[src/design/ovf_regs.svh]
// Register offsets, field positions, reset values for the over-voltage block
`ifndef OVF_REGS_SVH
`define OVF_REGS_SVH

// ----------------------------------------------------------------------
// Command codes of the two registers
// ----------------------------------------------------------------------
`define OVF_THR_OFS 8'h55
`define OVF_RSP_OFS 8'h56

// ----------------------------------------------------------------------
// Reaction register fields
// ----------------------------------------------------------------------
`define RSP_MODE_HI 7
`define RSP_MODE_LO 6
`define RSP_RETRY_HI 5
`define RSP_RETRY_LO 3
`define RSP_MULT_HI 2
`define RSP_MULT_LO 0

// Response mode codes
`define MODE_IGNORE 2'h0
`define MODE_CONTINUE 2'h1
`define MODE_RETRY 2'h2
`define MODE_LATCH 2'h3

// Retry setting codes
`define RETRY_NONE 3'h0
`define RETRY_ENDLESS 3'h7

// ----------------------------------------------------------------------
// Reset values
// ----------------------------------------------------------------------
`define THR_RST 16'h7bff
`define RSP_RST 8'hc0
`define RD_UNMAPPED 16'h0000

`endif

[src/design/ovf_pkg.sv]
// Types shared by the over-voltage fault responder and its delay timer
package ovf_pkg;

  // --------------------------------------------------------------------
  // Fault sequencer states, one-hot
  // --------------------------------------------------------------------
  typedef enum logic [4:0]
  {
    ST_RUN = 5'h01,
    ST_HOLD = 5'h02,
    ST_WAIT = 5'h04,
    ST_TRY = 5'h08,
    ST_LATCH = 5'h10
  } ovf_state_e;

  // --------------------------------------------------------------------
  // Sequencer state
  // --------------------------------------------------------------------
  typedef struct packed
  {
    ovf_state_e state;
    logic [2:0] left;
    logic on_prev;
    logic flag;
    logic out_en;
    logic [15:0] thr;
    logic [7:0] rsp;
    logic [15:0] rd_data;
    logic rd_ack;
  } ctl_s;

  // --------------------------------------------------------------------
  // Delay timer state
  // --------------------------------------------------------------------
  typedef struct packed
  {
    logic busy;
    logic [15:0] ulen;
    logic [15:0] ucnt;
    logic [7:0] mcnt;
    logic expired;
    logic [23:0] chk;
    logic [23:0] tgt;
  } tmr_s;

endpackage

[src/design/dly_if.sv]
// Link between the fault sequencer and its delay timer
interface dly_if;
  logic load;           // Start a new delay
  logic [7:0] mult;     // Number of delay units
  logic [15:0] unit;    // Clock cycles per delay unit
  logic expired;        // One-cycle pulse at end of delay

  modport ctrl (output load, output mult, output unit, input expired);
  modport tmr (input load, input mult, input unit, output expired);
endinterface

[src/design/ovf_delay_timer.sv]
// Delay timer: counts a number of delay units of programmable length
module ovf_delay_timer
(
  // Clock and reset
  input wire logic clk,
  input wire logic resetn,
  // Control link
  dly_if.tmr dl
);

  // --------------------------------------------------------------------
  // State
  // --------------------------------------------------------------------
  localparam ovf_pkg::tmr_s TMR_RST = '{default: '0};
  ovf_pkg::tmr_s q_ff;   // Registered state
  ovf_pkg::tmr_s nxt_q;  // Next state

  assign dl.expired = q_ff.expired;

  // Unit length of zero is treated as one cycle, so a delay always ends
  function automatic logic [15:0] unit_len(input logic [15:0] u);
    return (u == 16'h0000) ? 16'h0001 : u;
  endfunction

  // Next-state logic; a load always restarts, even mid-count
  always_comb
  begin
    nxt_q = q_ff;
    nxt_q.expired = 1'b0;
    nxt_q.chk = q_ff.chk + 24'h000001;
    if (dl.load)
    begin
      nxt_q.busy = 1'b1;
      nxt_q.ulen = unit_len(dl.unit);
      nxt_q.ucnt = 16'h0000;
      nxt_q.mcnt = dl.mult - 8'h01;
      nxt_q.chk = 24'h000000;
      nxt_q.tgt = 24'(dl.mult) * 24'(unit_len(dl.unit));
    end
    else if (q_ff.busy)
    begin
      if (q_ff.ucnt == q_ff.ulen - 16'h0001)
      begin
        // One delay unit complete
        nxt_q.ucnt = 16'h0000;
        if (q_ff.mcnt == 8'h00)
        begin
          nxt_q.busy = 1'b0;
          nxt_q.expired = 1'b1;
        end
        else
        begin
          nxt_q.mcnt = q_ff.mcnt - 8'h01;
        end
      end
      else
      begin
        nxt_q.ucnt = q_ff.ucnt + 16'h0001;
      end
    end
  end

  // State register
  always_ff @(posedge clk)
  begin
    if (!resetn)
      q_ff <= TMR_RST;
    else
      q_ff <= nxt_q;
  end
endmodule

[src/design/ovf_fault_responder.sv]
// Input over-voltage fault responder: limit, reaction and retry sequencing
`include "ovf_regs.svh"

module ovf_fault_responder
(
  // Clock and reset
  input wire logic clk,
  input wire logic resetn,
  // Register command port
  input wire logic cmd_wr,
  input wire logic cmd_rd,
  input wire logic [7:0] cmd_code,
  input wire logic [15:0] cmd_wdata,
  output logic [15:0] rd_data_ff,
  output logic rd_ack_ff,
  // Fault clearing
  input wire logic clear_faults,
  input wire logic status_clear,
  // Converter side
  input wire logic [15:0] vin_meas,
  input wire logic on_cmd,
  input wire logic other_fault,
  input wire logic [15:0] delay_unit,
  output logic out_enable_ff,
  output logic ov_fault_flag_ff
);

  // --------------------------------------------------------------------
  // Linear format helpers
  // --------------------------------------------------------------------
  // Scale exponent/mantissa to fixed point with 16 fraction bits
  function automatic logic signed [47:0] lin_to_fix(input logic [15:0] v);
    logic signed [47:0] m;
    logic [4:0] sh;
    m = 48'(signed'(v[10:0]));
    sh = {~v[15], v[14:11]};
    return m <<< sh;
  endfunction

  // --------------------------------------------------------------------
  // State
  // --------------------------------------------------------------------
  localparam ovf_pkg::ctl_s CTL_RST = '{
    state: ovf_pkg::ST_RUN,
    left: 3'h0,
    on_prev: 1'b0,
    flag: 1'b0,
    out_en: 1'b0,
    thr: `THR_RST,
    rsp: `RSP_RST,
    rd_data: `RD_UNMAPPED,
    rd_ack: 1'b0
  };

  ovf_pkg::ctl_s q_ff;       // Registered state
  ovf_pkg::ctl_s nxt_q;      // Next state
  dly_if dl ();              // Link to the delay timer
  logic fault;               // Input above limit this cycle
  logic clr_evt;             // Any clearing event
  logic stop_retry;          // Output commanded off or other shutdown
  logic [1:0] mode;          // Response field
  logic [2:0] retry;         // Retry field
  logic load;                // Start a delay

  assign mode = q_ff.rsp[`RSP_MODE_HI:`RSP_MODE_LO];
  assign retry = q_ff.rsp[`RSP_RETRY_HI:`RSP_RETRY_LO];

  // Over-voltage when the measured input exceeds the limit
  assign fault = lin_to_fix(vin_meas) > lin_to_fix(q_ff.thr);

  // Off-then-on shows as a rising edge of the on command
  assign clr_evt = status_clear | clear_faults |
    (on_cmd & ~q_ff.on_prev);
  assign stop_retry = ~on_cmd | other_fault;

  // --------------------------------------------------------------------
  // Delay timer
  // --------------------------------------------------------------------
  // Unit length is an input fed from the separate unit setting
  assign dl.load = load;
  assign dl.mult = 8'h01 << q_ff.rsp[`RSP_MULT_HI:`RSP_MULT_LO];
  assign dl.unit = delay_unit;

  ovf_delay_timer u_timer
  (
    .clk(clk),
    .resetn(resetn),
    .dl(dl.tmr)
  );

  // --------------------------------------------------------------------
  // Sequencer and registers
  // --------------------------------------------------------------------
  // One process computes the whole next state
  always_comb
  begin
    nxt_q = q_ff;
    load = 1'b0;
    nxt_q.on_prev = on_cmd;
    nxt_q.rd_ack = 1'b0;

    // Sticky flag: a new detection wins over a clear in the same cycle
    nxt_q.flag = fault | (q_ff.flag & ~clr_evt);

    // Register writes
    if (cmd_wr)
    begin
      if (cmd_code == `OVF_THR_OFS)
        nxt_q.thr = cmd_wdata;
      else if (cmd_code == `OVF_RSP_OFS)
        nxt_q.rsp = cmd_wdata[7:0];
    end

    // Register reads answer one cycle later; unknown codes read zero
    if (cmd_rd)
    begin
      nxt_q.rd_ack = 1'b1;
      if (cmd_code == `OVF_THR_OFS)
        nxt_q.rd_data = q_ff.thr;
      else if (cmd_code == `OVF_RSP_OFS)
        nxt_q.rd_data = {8'h00, q_ff.rsp};
      else
        nxt_q.rd_data = `RD_UNMAPPED;
    end

    case (q_ff.state)
      // Normal operation
      ovf_pkg::ST_RUN:
      begin
        if (fault && !stop_retry)
        begin
          case (mode)
            // Keep running untouched
            `MODE_IGNORE: nxt_q.state = ovf_pkg::ST_RUN;
            // Keep running for the delay first
            `MODE_CONTINUE:
            begin
              nxt_q.state = ovf_pkg::ST_HOLD;
              load = 1'b1;
            end
            // Shut down now and follow the retry setting
            `MODE_RETRY:
            begin
              if (retry == `RETRY_NONE)
                nxt_q.state = ovf_pkg::ST_LATCH;
              else
              begin
                nxt_q.state = ovf_pkg::ST_WAIT;
                nxt_q.left = retry;
                load = 1'b1;
              end
            end
            default: nxt_q.state = ovf_pkg::ST_LATCH;
          endcase
        end
      end
      // Running on while the continue delay counts
      ovf_pkg::ST_HOLD:
      begin
        if (stop_retry)
          nxt_q.state = ovf_pkg::ST_RUN;
        else if (dl.expired)
        begin
          // Fault gone by the end of the delay: nothing to do
          if (!fault)
            nxt_q.state = ovf_pkg::ST_RUN;
          else if (retry == `RETRY_NONE)
            nxt_q.state = ovf_pkg::ST_LATCH;
          else
          begin
            nxt_q.state = ovf_pkg::ST_WAIT;
            nxt_q.left = retry;
            load = 1'b1;
          end
        end
      end
      // Output off, waiting for the next restart slot
      ovf_pkg::ST_WAIT:
      begin
        if (stop_retry)
          nxt_q.state = ovf_pkg::ST_RUN;
        else if (dl.expired)
        begin
          if (q_ff.left == 3'h0)
            nxt_q.state = ovf_pkg::ST_LATCH;
          else
          begin
            // Timer restarts at the attempt: spacing is start to start
            nxt_q.state = ovf_pkg::ST_TRY;
            load = 1'b1;
            if (retry != `RETRY_ENDLESS)
              nxt_q.left = q_ff.left - 3'h1;
          end
        end
      end
      // Restart attempt in progress
      ovf_pkg::ST_TRY:
      begin
        if (stop_retry)
          nxt_q.state = ovf_pkg::ST_RUN;
        else if (fault)
        begin
          // Failed attempt keeps the running spacing; a fault on the
          // expiry cycle would lose it, so a fresh delay starts then
          nxt_q.state = ovf_pkg::ST_WAIT;
          load = dl.expired;
        end
        else if (dl.expired)
          nxt_q.state = ovf_pkg::ST_RUN;
      end
      // Off until a clearing event
      ovf_pkg::ST_LATCH:
      begin
        if (clr_evt)
          nxt_q.state = ovf_pkg::ST_RUN;
      end
      default: nxt_q.state = ovf_pkg::ST_RUN;
    endcase

    // Output on only in running states and while commanded on
    nxt_q.out_en = on_cmd & ~other_fault &
      (nxt_q.state inside {ovf_pkg::ST_RUN, ovf_pkg::ST_HOLD,
      ovf_pkg::ST_TRY});
  end

  // State register; reset also clears a latched fault
  always_ff @(posedge clk)
  begin
    if (!resetn)
      q_ff <= CTL_RST;
    else
      q_ff <= nxt_q;
  end

  // --------------------------------------------------------------------
  // Outputs
  // --------------------------------------------------------------------
  assign rd_data_ff = q_ff.rd_data;
  assign rd_ack_ff = q_ff.rd_ack;
  assign out_enable_ff = q_ff.out_en;
  assign ov_fault_flag_ff = q_ff.flag;
endmodule

[config.mk]
export PLATFORM = sky130hd
export DESIGN_NAME = ovf_fault_responder
export DESIGN_NICKNAME = d
export VERILOG_FILES = /design/src/design/ovf_pkg.sv /design/src/design/dly_if.sv /design/src/design/ovf_delay_timer.sv /design/src/design/ovf_fault_responder.sv
export VERILOG_INCLUDE_DIRS = /design/src /design/src/design
export SDC_FILE = /design/constraint.sdc
export NUM_CORES = 1
export LEC_CHECK = 0
export BUFFER_PORTS_ARGS = -buffer_cell sky130_fd_sc_hd__buf_2
export CORE_ASPECT_RATIO = 1.2
export CORE_MARGIN = 5
export CORE_UTILIZATION = 40
export CTS_BUF_LIST = sky130_fd_sc_hd__clkbuf_8
export CTS_CLUSTER_SIZE = 14
export DETAILED_ROUTE_END_ITERATION = 16
export SLEW_MARGIN = 20
export SYNTH_ARGS = -nofsm -noshare
export SYNTH_HDL_FRONTEND = slang
export SYNTH_SLANG_ARGS = --single-unit
[constraint.sdc]
create_clock -name clk -period 4.8 [get_ports clk]
set_input_delay 0.48 -clock clk [delete_from_list [all_inputs] [get_ports clk]]
set_output_delay 0.48 -clock clk [all_outputs]
set_load 0.02 [all_outputs]
======== Yosys cells after proc, flatten, opt, wreduce, memory -nomap -nowiden ========
Cells that the tools add are included.
storage, ports and cells
  register bits ........................... 94
  input bits .............................. 64
  output and inout port bits .............. 19
  logic and storage cells ................. 130
cells by class
  add/subtract/negate cells ............... 5
  $lt $le $gt $ge ......................... 1
  equality and inequality tests ........... 24
  shift operators ......................... 3
  muxes and demuxes ....................... 48
  bitwise logic cells ..................... 18
  reductions and logical operators ........ 17
operators with widths
  cell                                                                    number
  11-bit by 5-bit <<< shifter with 48-bit output                          2
  48-bit > comparator                                                     1
  16-bit two-way mux                                                      3
  8-bit two-way mux                                                       6
  5-bit two-way mux                                                       9
  5-bit case mux with 5 select lines                                      1
  3-bit two-way mux                                                       7
  9-bit two-way mux                                                       2
  16-bit by 1-bit adder with 16-bit output (second input constant)        1
  16-bit equality test                                                    1
  8-bit by 7-bit equality test with 1-bit output (second input constant)  2
  16-bit zero test                                                        1
  1-bit two-way mux                                                       16
  16-bit by 1-bit subtractor with 16-bit output (second input constant)   1
  8-bit by 1-bit subtractor with 8-bit output (second input constant)     2
  5-bit case mux with 3 select lines                                      1
  2-bit != test (second input constant)                                   7
  5-bit by 1-bit equality test with 1-bit output (second input constant)  2
  5-bit by 2-bit equality test with 1-bit output (second input constant)  2
  5-bit by 4-bit equality test with 1-bit output (second input constant)  2
  1-bit NOT                                                               10
  10-bit AND reduction                                                    1
  3-bit case mux with 3 select lines                                      1
  8-bit zero test                                                         1
  other kinds (22)                                                        34

======== Longest topological paths before layout ========
Gate-level depths: netlist (run 1).
  word-level depth ........................ 10
  mapped depth ............................ 20
  gate-level depth less buffers ........... 18

======== Cells and area by module ========
A second synthesis (run 1) with hierarchy kept.
unflattened totals
  cells, all modules ...................... 1078
  area total of the unflattened synthesis .. 8095.3 µm²
modules (own cells, without submodules)
  module               instances  cells each  area each (µm²)
  ovf_fault_responder  1          764         5434.0
  ovf_delay_timer      1          314         2661.3

======== Worst setup path after synthesis (run 1) ========
No wires, ideal clock.
  kind .................................... input-to-reg
  start ................................... in vin_meas[12]
  end ..................................... reg u_timer.q_ff[63] in the netlist's numbering
  setup time .............................. 0.128 ns
  data arrival time ....................... 4.476 ns
  setup slack ............................. 0.197 ns
  stages on the path ...................... 19
  buffers on the path ..................... 3
  path through ............................ clkbuf_1 clkbuf_1 mux2i_1 mux2i_1 nand2_1 o21ai_0 mux2_2 o21a_1 ha_1 nand3_1 nor4_1 nand2_1 o211a_1 a211o_1 o21ai_1 clkinv_1 nand3_1 clkbuf_1 nor2_1
on the way
  longest elaborated chain between the ends .. 7
  elaborated cells between the ends (all ways) .. 11
RTL lines
  what                                              RTL line                    text
  start: declaration                                ovf_fault_responder.sv:20   input wire logic [15:0] vin_meas,
  11-bit by 5-bit <<< shifter with 48-bit output *  ovf_fault_responder.sv:37   return m <<< sh;
  48-bit > comparator *                             ovf_fault_responder.sv:69   assign fault = lin_to_fix(vin_meas) > lin_to_fix(q_ff.thr);
  1-bit two-way mux                                 ovf_fault_responder.sv:165  if (!fault)
  1-bit two-way mux                                 ovf_fault_responder.sv:162  else if (dl.expired)
  1-bit two-way mux                                 ovf_fault_responder.sv:160  if (stop_retry)
  1-bit case mux with 4 select lines *              ovf_fault_responder.sv:126  case (q_ff.state)
  2-bit OR reduction (no line) *                    n/a
  end signal: assignment                            ovf_delay_timer.sv:69       q_ff <= nxt_q;
  end: declaration                                  ovf_delay_timer.sv:15       ovf_pkg::tmr_s q_ff;
Mark *: on every way between the ends. The rest lies on a longest branch, timed or not.
A chain may end at the register's enable or synchronous reset.

======== Worst setup path in the final report (run 1) ========
  start ................................... reg q_ff[37] in the netlist's numbering
  end ..................................... reg u_timer.q_ff[49] in the netlist's numbering
on the way
  longest elaborated chain between the ends .. 8
  elaborated cells between the ends (all ways) .. 15
RTL lines
  what                                                           RTL line                    text
  start: declaration                                             ovf_fault_responder.sv:55   ovf_pkg::ctl_s q_ff;
  start signal: assignment                                       ovf_fault_responder.sv:232  q_ff <= nxt_q;
  11-bit by 5-bit <<< shifter with 48-bit output *               ovf_fault_responder.sv:37
  48-bit > comparator *                                          ovf_fault_responder.sv:69
  1-bit two-way mux                                              ovf_fault_responder.sv:165
  1-bit two-way mux                                              ovf_fault_responder.sv:162
  1-bit two-way mux                                              ovf_fault_responder.sv:160
  1-bit case mux with 4 select lines *                           ovf_fault_responder.sv:126
  2-bit != test (no line) or 2-bit nonzero test (tied branches)  n/a
  3-bit AND reduction (no line)                                  n/a
Marked as above.

==> results of run 1 <==
[routing by layer]
| metal | GRT usage (%) | wire, um |
|---|---|---|
| met5 | 0 | 0 |
| met4 | 6.22 | 466 |
| met3 | 3.06 | 938 |
| met2 | 32.1 | 10100 |
| met1 | 25.9 | 10200 |
[how the worst min path moves through the flow]
| stage | startpoint | end | slack, ns | cells after the start |
|---|---|---|---|---|
| global route | cmd_wdata[12] | q_ff[37] | 0.30 | 3 |
| CTS | cmd_wdata[9] | q_ff[34] | 0.28 | 3 |
| detailed placement | rd_data_ff[10] | rd_data_ff[10] | 0.46 | 2 |
| finish | cmd_wdata[12] | q_ff[37] | 0.31 | 3 |
| floorplan | rd_data_ff[8] | rd_data_ff[8] | 0.45 | 2 |
| global placement | rd_data_ff[11] | rd_data_ff[11] | 0.46 | 2 |
[what timing repair did]
| item | 4_1_cts | 5_1_grt |
|---|---|---|
| endpoints found under the setup margin | 0 | 45 |
| buffers inserted | 0 | 0 |
| endpoints found under the hold margin | 0 | 0 |
| resized for setup | 0 | 1 |
[final cells by class]
cell class | count | area (um2) | area share (%)
well taps | 256 | 320 | 3.80
flip-flops and latches | 94 | 1880 | 22.3
clock inverters | 6 | 47.5 | 0.563
multi-input cells | 879 | 5410 | 64.1
inverters | 26 | 97.6 | 1.16
clock buffers | 9 | 124 | 1.47
repair buffers | 102 | 561 | 6.64
[kinds of logic after synthesis]
family / Yosys count
AO/OA/AOI/OAI: 269
XOR/XNOR: 46
AND/OR/NAND/NOR: 464
flip-flops: 94
buffers and inverters: 113
adder cells (fa/ha/maj): 52
multiplexers: 48
[metrics by stage]
step | worst slack (ns) | hold WS (ns)
after floorplan | 0.197 | 0.445
after global placement | 0.186 | 0.457
after detailed placement | 0.139 | 0.457
after CTS | 0.279 | 0.279
after global routing | 0.00249 | 0.301
final | 0.422 | 0.305
[worst min-delay path, stage by stage]
cell and delay [ns]:
buf_2 0.07, nand2_1 0.04, nand3_1 0.06
[registers in the layout, summed over array words and instances (netlist names)]
register / count
ov_fault_flag_ff: 1
u_timer.q_ff: 41
rd_data_ff: 16
q_ff: 31
rd_ack_ff: 1
mode: 2
out_enable_ff: 1
u_timer.dl.expired: 1
[synth_stat cells, types with 14 or more instances]
| cell | number | share of area (%) |
|---|---|---|
| nand2_1 | 164 | 7.9 |
| nor2_1 | 115 | 5.6 |
| a21oi_1 | 95 | 6.1 |
| dfxtp_1 | 94 | 24 |
| o21ai_0 | 62 | 4.0 |
| clkbuf_1 | 60 | 2.9 |
| ha_1 | 52 | 8.4 |
| nand3_1 | 52 | 3.3 |
| mux2i_1 | 36 | 4.6 |
| xnor2_1 | 25 | 2.8 |
| nor3_1 | 21 | 1.4 |
| xor2_1 | 21 | 2.4 |
| inv_1 | 20 | 0.97 |
| a211oi_1 | 16 | 1.5 |
| a22oi_1 | 16 | 1.5 |
| buf_4 | 16 | 1.5 |
| nand2b_1 | 14 | 1.1 |
| nor2b_1 | 14 | 1.1 |
| nor4_1 | 14 | 1.1 |
[power groups by stage]
| stage | combinational [mW] | clock [mW] | sequential (mW) |
|---|---|---|---|
| floorplan | 0.208 | 0 | 0.812 |
| global placement | 0.297 | 0 | 0.812 |
| detailed placement | 0.299 | 0 | 0.812 |
| CTS | 0.300 | 0.502 | 0.794 |
| global route | 0.335 | 0.532 | 0.796 |
| finish | 0.300 | 0.485 | 0.794 |
==> summary.txt, run 1 <==
Run status
  – Status: finished clean

Worst setup path
  – Most used cell, CP: nor2_1
  – Crit path from: q_ff[37]
  – CP top delay family: compound AO/OA/AOI/OAI gates
  – R2r setup slk: 0.42 ns
  – Crit end category: register
  – Worst R2R Path Depth: 17
  – CP Max Fanout: 23
  – CP Cell Sequence: buf_4 -> mux2_2 -> o21ai_0 -> nor2_1 -> nor2_1 -> a21oi_1 -> mux2i_1 -> ha_1 -> nand4_1 -> nor4_1 -> nand2_1 -> o211a_1 -> a211o_1 -> o21ai_1 -> buf_4 -> nor2_1 -> a211oi_1
  – Worst Path Buf+Inv: 2
  – Reg-to-reg endpoint: u_timer.q_ff[49]
  – Worst EP required: roughly 5 ns
  – Worst setup SP type: register
  – Crit path capture: u_timer.q_ff[49]
  – Crit path DAT: ~4.7 ns
  – Setup Crit Path Kind: register to register
  – CP max stage cell: dfxtp_2
  – Slowest stage delay, CP: about 0.50 ns
  – Critical path depth: 17
  – R2R Path Start: q_ff[37]

Global route
  – First-pass GRT wire length: about 36 mm
  – Number of global-route vias before repair: a little over 7k
  – Initial antenna violation count: 0
  – Gr ovfl total: 0
  – Gr usage total: approximately a fifth
  – Largest net degree at the start of global routing: 40

Layout
  – Core Util, Final: between 40% and 50%
  – Most common cell after layout, fill and taps aside: nand2_1
  – Fin cells: 1372
  – Fillers: approximately 2.0k
  – Commonest non-fill, non-tap cells in the layout: 164 x nand2_1, 115 x nor2_1, 95 x a21oi_1
  – Fin area: between 0.008 and 0.009 mm2
  – Ant. Diodes: 0
  – Area grow syn2layout: 8.55%
  – Proportion of layout cells with a drive suffix above 1: approximately an eighth
  – Final #Nets: between 1k and 1.5k

CTS
  – CTS tree: done
  – Clock Latency Late Sink: between 0.3 and 0.4 ns
  – Clock Sinks: between 90 and 100
  – Clock transition at the registers of the reported paths: approximately 0.09 ns
  – Max Buffers Root-to-Sink: 2
  – Hold buffer count at cts: 0
  – Clk root buf: clkbuf_8
  – H-tree levels: 3
  – CTS Buf Count: 9

Synth
  – Multiplexer share of the synthesized area: 6.37%
  – Xor/xnor cell area share of the yosys netlist: 5.18%
  – Yosys Warn Count: 0
  – Netlist cell types: 71
  – Async set-reset flop share out of synthesis: 0%
  – Combinational family with the most area after synthesis: simple AND/OR/NAND/NOR gates
  – Number of synthesized flops with an enable pin: 0
  – Register area share after synthesis: between 20% and 30%
  – Adder-Cell Fraction of Synth Area: 8.37%
  – Mapped Nets: around 1.2k
  – Post-synthesis compound-gate area fraction: about a fifth
  – Synthesized area per cell: 7.16 um2
  – Yosys reg bits: between 90 and 100
  – Primary FF master, synth: dfxtp_1
  – Simple-gate share of the synthesized area: between 20% and 30%
  – Synth Instances: 1086
  – Synthesized area: about 0.0078 mm2

Place
  – DP Area: 0.00827 mm2
  – Final GP Congestion: 0.848
  – PortBufs: between 80 and 90
  – DP Cell Count: approximately 1.4k
  – HPWL after detailed placement: approximately 17 mm

Timing
  – Max Slew Vio Count: 0
  – Achievable Freq: around 230 MHz
  – Hold Vio Cnt, Final: 0
  – Ratio of final minimum period to clock period: 91.2%
  – Final Skew: approximately 0.013 ns
  – Unrepaired setup endpoints after global routing: false
  – TNS Setup: 0 ns
  – Worst-Margin Slew: around 0.76 ns
  – Final setup viols: 0
  – Relative slew slack: approximately half
  – Tmin final: roughly 4.4 ns

Detailed routing
  – DRT Wirelength: approximately 22 mm
  – DRC: 0
  – DR vias: 7652
  – Per-cell routed wire length: 15.8 um
  – Number of vias per cell: ~5.6
  – Iteration-0 DRC count of the detailed router: around 530
  – Detail Route Antenna Nets: 0
  – First-pass iteration count of the detailed router: 5

Power
  – Switching part of the total: between 30% and 40%
  – Sequential share of power: between 50% and 60%
  – Power Density: roughly 190 mW/mm2
  – Logic pwr share: between 10% and 20%
  – Total power: roughly 1.6 mW
  – Sw power: 0.485 mW
  – P_int: about 1.1 mW
  – Leakage power: 3.41 nW
  – Clock power frac: 30.7%
  – Peak supply drop: 0.156 mV

Floorplanning
  – Initial Util: between 40% and 50%
  – Die X-Extent: approximately 140 um
  – Io pins: between 80 and 90
  – Core footprint: approximately 0.019 mm2
  – Row cnt: 55
  – Die Span Y: around 160 um
  – Die area: around 0.022 mm2

Hold path
  – Hold crit path type: input pin to register

Run
  – Max-cap viol count: 0
Power figures use the tool's default switching activity.
==> run 2, diff against run 1 <==
--- a/config.mk
+++ b/config.mk
@@ -13,6 +13,7 @@
 export CTS_BUF_LIST = sky130_fd_sc_hd__clkbuf_8
 export CTS_CLUSTER_SIZE = 14
 export DETAILED_ROUTE_END_ITERATION = 16
+export REMOVE_ABC_BUFFERS = 1
 export SLEW_MARGIN = 20
 export SYNTH_ARGS = -nofsm -noshare
 export SYNTH_HDL_FRONTEND = slang
==> run 2 against run 1 <==
Fmax fell by 0.15%. Global-route usage fell by 0.48 points. Cell count rose by 0.44%. Combinational power rose by 2%. Critical path depth rose by 1. Hold slack improved by 0.011 ns. Largest power group unchanged.
==> summary.txt, run 2 (synthesis results as in run 1) <==
Run status
  – Status: finished clean

Layout
  – Fin area: 0.00852 mm2 (+0.99%)
  – Proportion of layout cells with a drive suffix above 1: 13.2% (+0.47 points)
  – Most common cell after layout, fill and taps aside: nand2_1
  – Fin cells: 1378 (+0.44%)
  – Ant. Diodes: 0 (unchanged)
  – Core Util, Final: 44.9% (+0.44 points)
  – Final #Nets: 1233 (+0.41%)
  – Fillers: 2005 (-1.1%)
  – Commonest non-fill, non-tap cells in the layout: 164 x nand2_1, 115 x nor2_1, 95 x a21oi_1
  – Max reg flops: 41 (unchanged)
  – Area grow syn2layout: 9.62%
  – Top reg by flops: u_timer.q_ff

Place
  – DP Area: 0.00832 mm2 (+0.61%)
  – DP Cell Count: 1362 (+0.37%)
  – HPWL after detailed placement: 16.6 mm (-2.6%)
  – Dpl ws: 0.103 ns (-0.0358 ns)
  – Final GP Congestion: 0.896 (+5.6%)
  – PortBufs: 82 (unchanged)

Power
  – Peak supply drop: 0.135 mV (-14%)
  – Power Density: 193 mW/mm2 (+2.9%)
  – Total power: 1.64 mW (+3.9%)
  – Leakage power: 3.46 nW (+1.4%)

Detailed routing
  – DRC: 0 (unchanged)
  – Iteration-0 DRC count of the detailed router: 353 (-33%)
  – Per-cell routed wire length: 15.3 um (-3.2%)
  – First-pass iteration count of the detailed router: 5 (unchanged)
  – Detail Route Antenna Nets: 0 (unchanged)
  – DRT Wirelength: 21.1 mm (-2.8%)
  – DR vias: 7575 (-1.0%)
  – Number of vias per cell: 5.50 (-1.4%)

Hold path
  – Hold depth: 3 (unchanged)
  – Hold EP: q_ff[33]
  – Hold crit path type: input pin to register
  – Hold_sp: cmd_wdata[8]

Timing
  – Worst-Margin Slew: 0.744 ns (-0.0127 ns)
  – Max Slew Vio Count: 0 (unchanged)
  – Fin worst setup slack: 0.415 ns (-0.00658 ns)
  – Relative slew slack: 49.9% (+0.85 points)
  – Hold Vio Cnt, Final: 0 (unchanged)
  – Achievable Freq: 228 MHz (-0.15%)
  – Unrepaired setup endpoints after global routing: false
  – Final setup viols: 0 (unchanged)
  – Ratio of final minimum period to clock period: 91.4% (+0.14 points)
  – Final Skew: 0.0139 ns (+0.000576 ns)
  – Tmin final: 4.39 ns (+0.00658 ns)
  – TNS Setup: 0 ns (unchanged)
  – Hold WS: 0.316 ns (+0.0105 ns)

CTS
  – Clock Sinks: 94 (unchanged)
  – Hold buffer count at cts: 0 (unchanged)
  – H-tree levels: 3 (unchanged)
  – Clk root buf: clkbuf_8
  – Clock transition at the registers of the reported paths: 0.09 ns (about the same)
  – Max Buffers Root-to-Sink: 2 (unchanged)
  – Post-CTS sizing: 0 (unchanged)
  – Clock Latency Late Sink: 0.38 ns (about the same)
  – CTS Buf Count: 9 (unchanged)
  – CTS tree: done
  – Setup Fix Bufs, Post-CTS: 0 (unchanged)

Floorplanning
  – Core footprint: 0.0190 mm2 (unchanged)
  – Initial Util: 40.9% (unchanged)
  – Die Span Y: 163 um (unchanged)
  – Die X-Extent: 137 um (unchanged)
  – Die area: 0.0223 mm2 (unchanged)
  – Io pins: 83 (unchanged)
  – Row cnt: 55 (unchanged)

Worst setup path
  – Worst EP required: 5.09 ns (about the same)
  – R2R Path Start: q_ff[37]
  – Crit end category: register
  – Worst R2R Path Depth: 18 (+1)
  – Setup Crit Path Kind: register to register
  – Worst setup SP type: register
  – Reg-to-reg endpoint: out_enable_ff
  – Crit path DAT: 4.68 ns (+0.03 ns)
  – R2r setup slk: 0.41 ns (about the same)
  – CP Max Fanout: 11 (-52%)

Global route
  – First-pass GRT wire length: 34.9 mm (-1.9%)
  – Largest net degree at the start of global routing: 36 (-10%)
  – Gr ovfl total: 0 (unchanged)
  – Gr usage total: 19.0% (-0.48 points)
  – Initial antenna violation count: 0 (unchanged)
  – Number of global-route vias before repair: 7184 (+1.0%)

Run
  – Max-cap viol count: 0 (unchanged)
[run 2: cell types whose count changed in the layout (fill, tap and decap cells not counted), sizes merged]
| cell | before | now |
|---|---|---|
| clkinv | 7 | 6 |
| bufinv | 0 | 1 |
| clkinvlp | 3 | 2 |
| buf | 102 | 107 |
| inv | 22 | 23 |
| clkbuf | 9 | 10 |
[run 2: power by group]
| part | leakage, nW | switching (mW) | total, mW | internal, mW |
|---|---|---|---|---|
| sequential | 0.760 | 0.00696 | 0.794 | 0.787 |
| combinational | 2.60 | 0.181 | 0.305 | 0.124 |
| clock | 0.0997 | 0.288 | 0.541 | 0.253 |
[run 2: cell type report]
cell class	count	area, um2	share of cell area [%]
Inverter	26	97.6	1.15
Multi-Input combinational cell	879	5410	63.5
Sequential cell	94	1880	22.1
Timing Repair Buffer	107	611	7.16
Tap cell	256	320	3.76
Clock buffer	10	138	1.62
Clock inverter	6	62.6	0.734
[run 2: worst max path at each step]
stage / start / endpoint / slack [ns] / cells past startpoint
final: q_ff[37] / out_enable_ff / 0.41 / 18
after global routing: q_ff[37] / q_ff[46] / 0.03 / 19
after CTS: q_ff[37] / u_timer.q_ff[67] / 0.32 / 18
after detailed placement: vin_meas[12] / u_timer.q_ff[67] / 0.10 / 18
after global placement: vin_meas[12] / out_enable_ff / 0.17 / 18
after floorplan: q_ff[37] / u_timer.q_ff[57] / -0.71 / 16
[run 2: worst max-delay path, stage by stage (launching register included)]
cell and delay [ns]:
dfxtp_1 0.55, buf_4 0.25, mux2_2 0.36, mux2i_1 0.18
nor2_1 0.06, nor2_1 0.21, o21ai_0 0.19, nand2_1 0.11
ha_1 0.24, nand4_1 0.13, nor2_1 0.10, a221o_1 0.36
o311ai_0 0.37, a211o_1 0.25, buf_4 0.19, nor4bb_1 0.25
o21ai_0 0.12, and3_1 0.20, nor3_1 0.18
[run 2: per-layer routing]
metal  vias up  global-route usage, %  share of wire, %
met5         -                      0                 0
met1      3471                   25.7                48
met3        38                   2.72               3.8
met4         0                   6.58               2.7
met2       155                   30.7                46
li1       3911                      -                 -
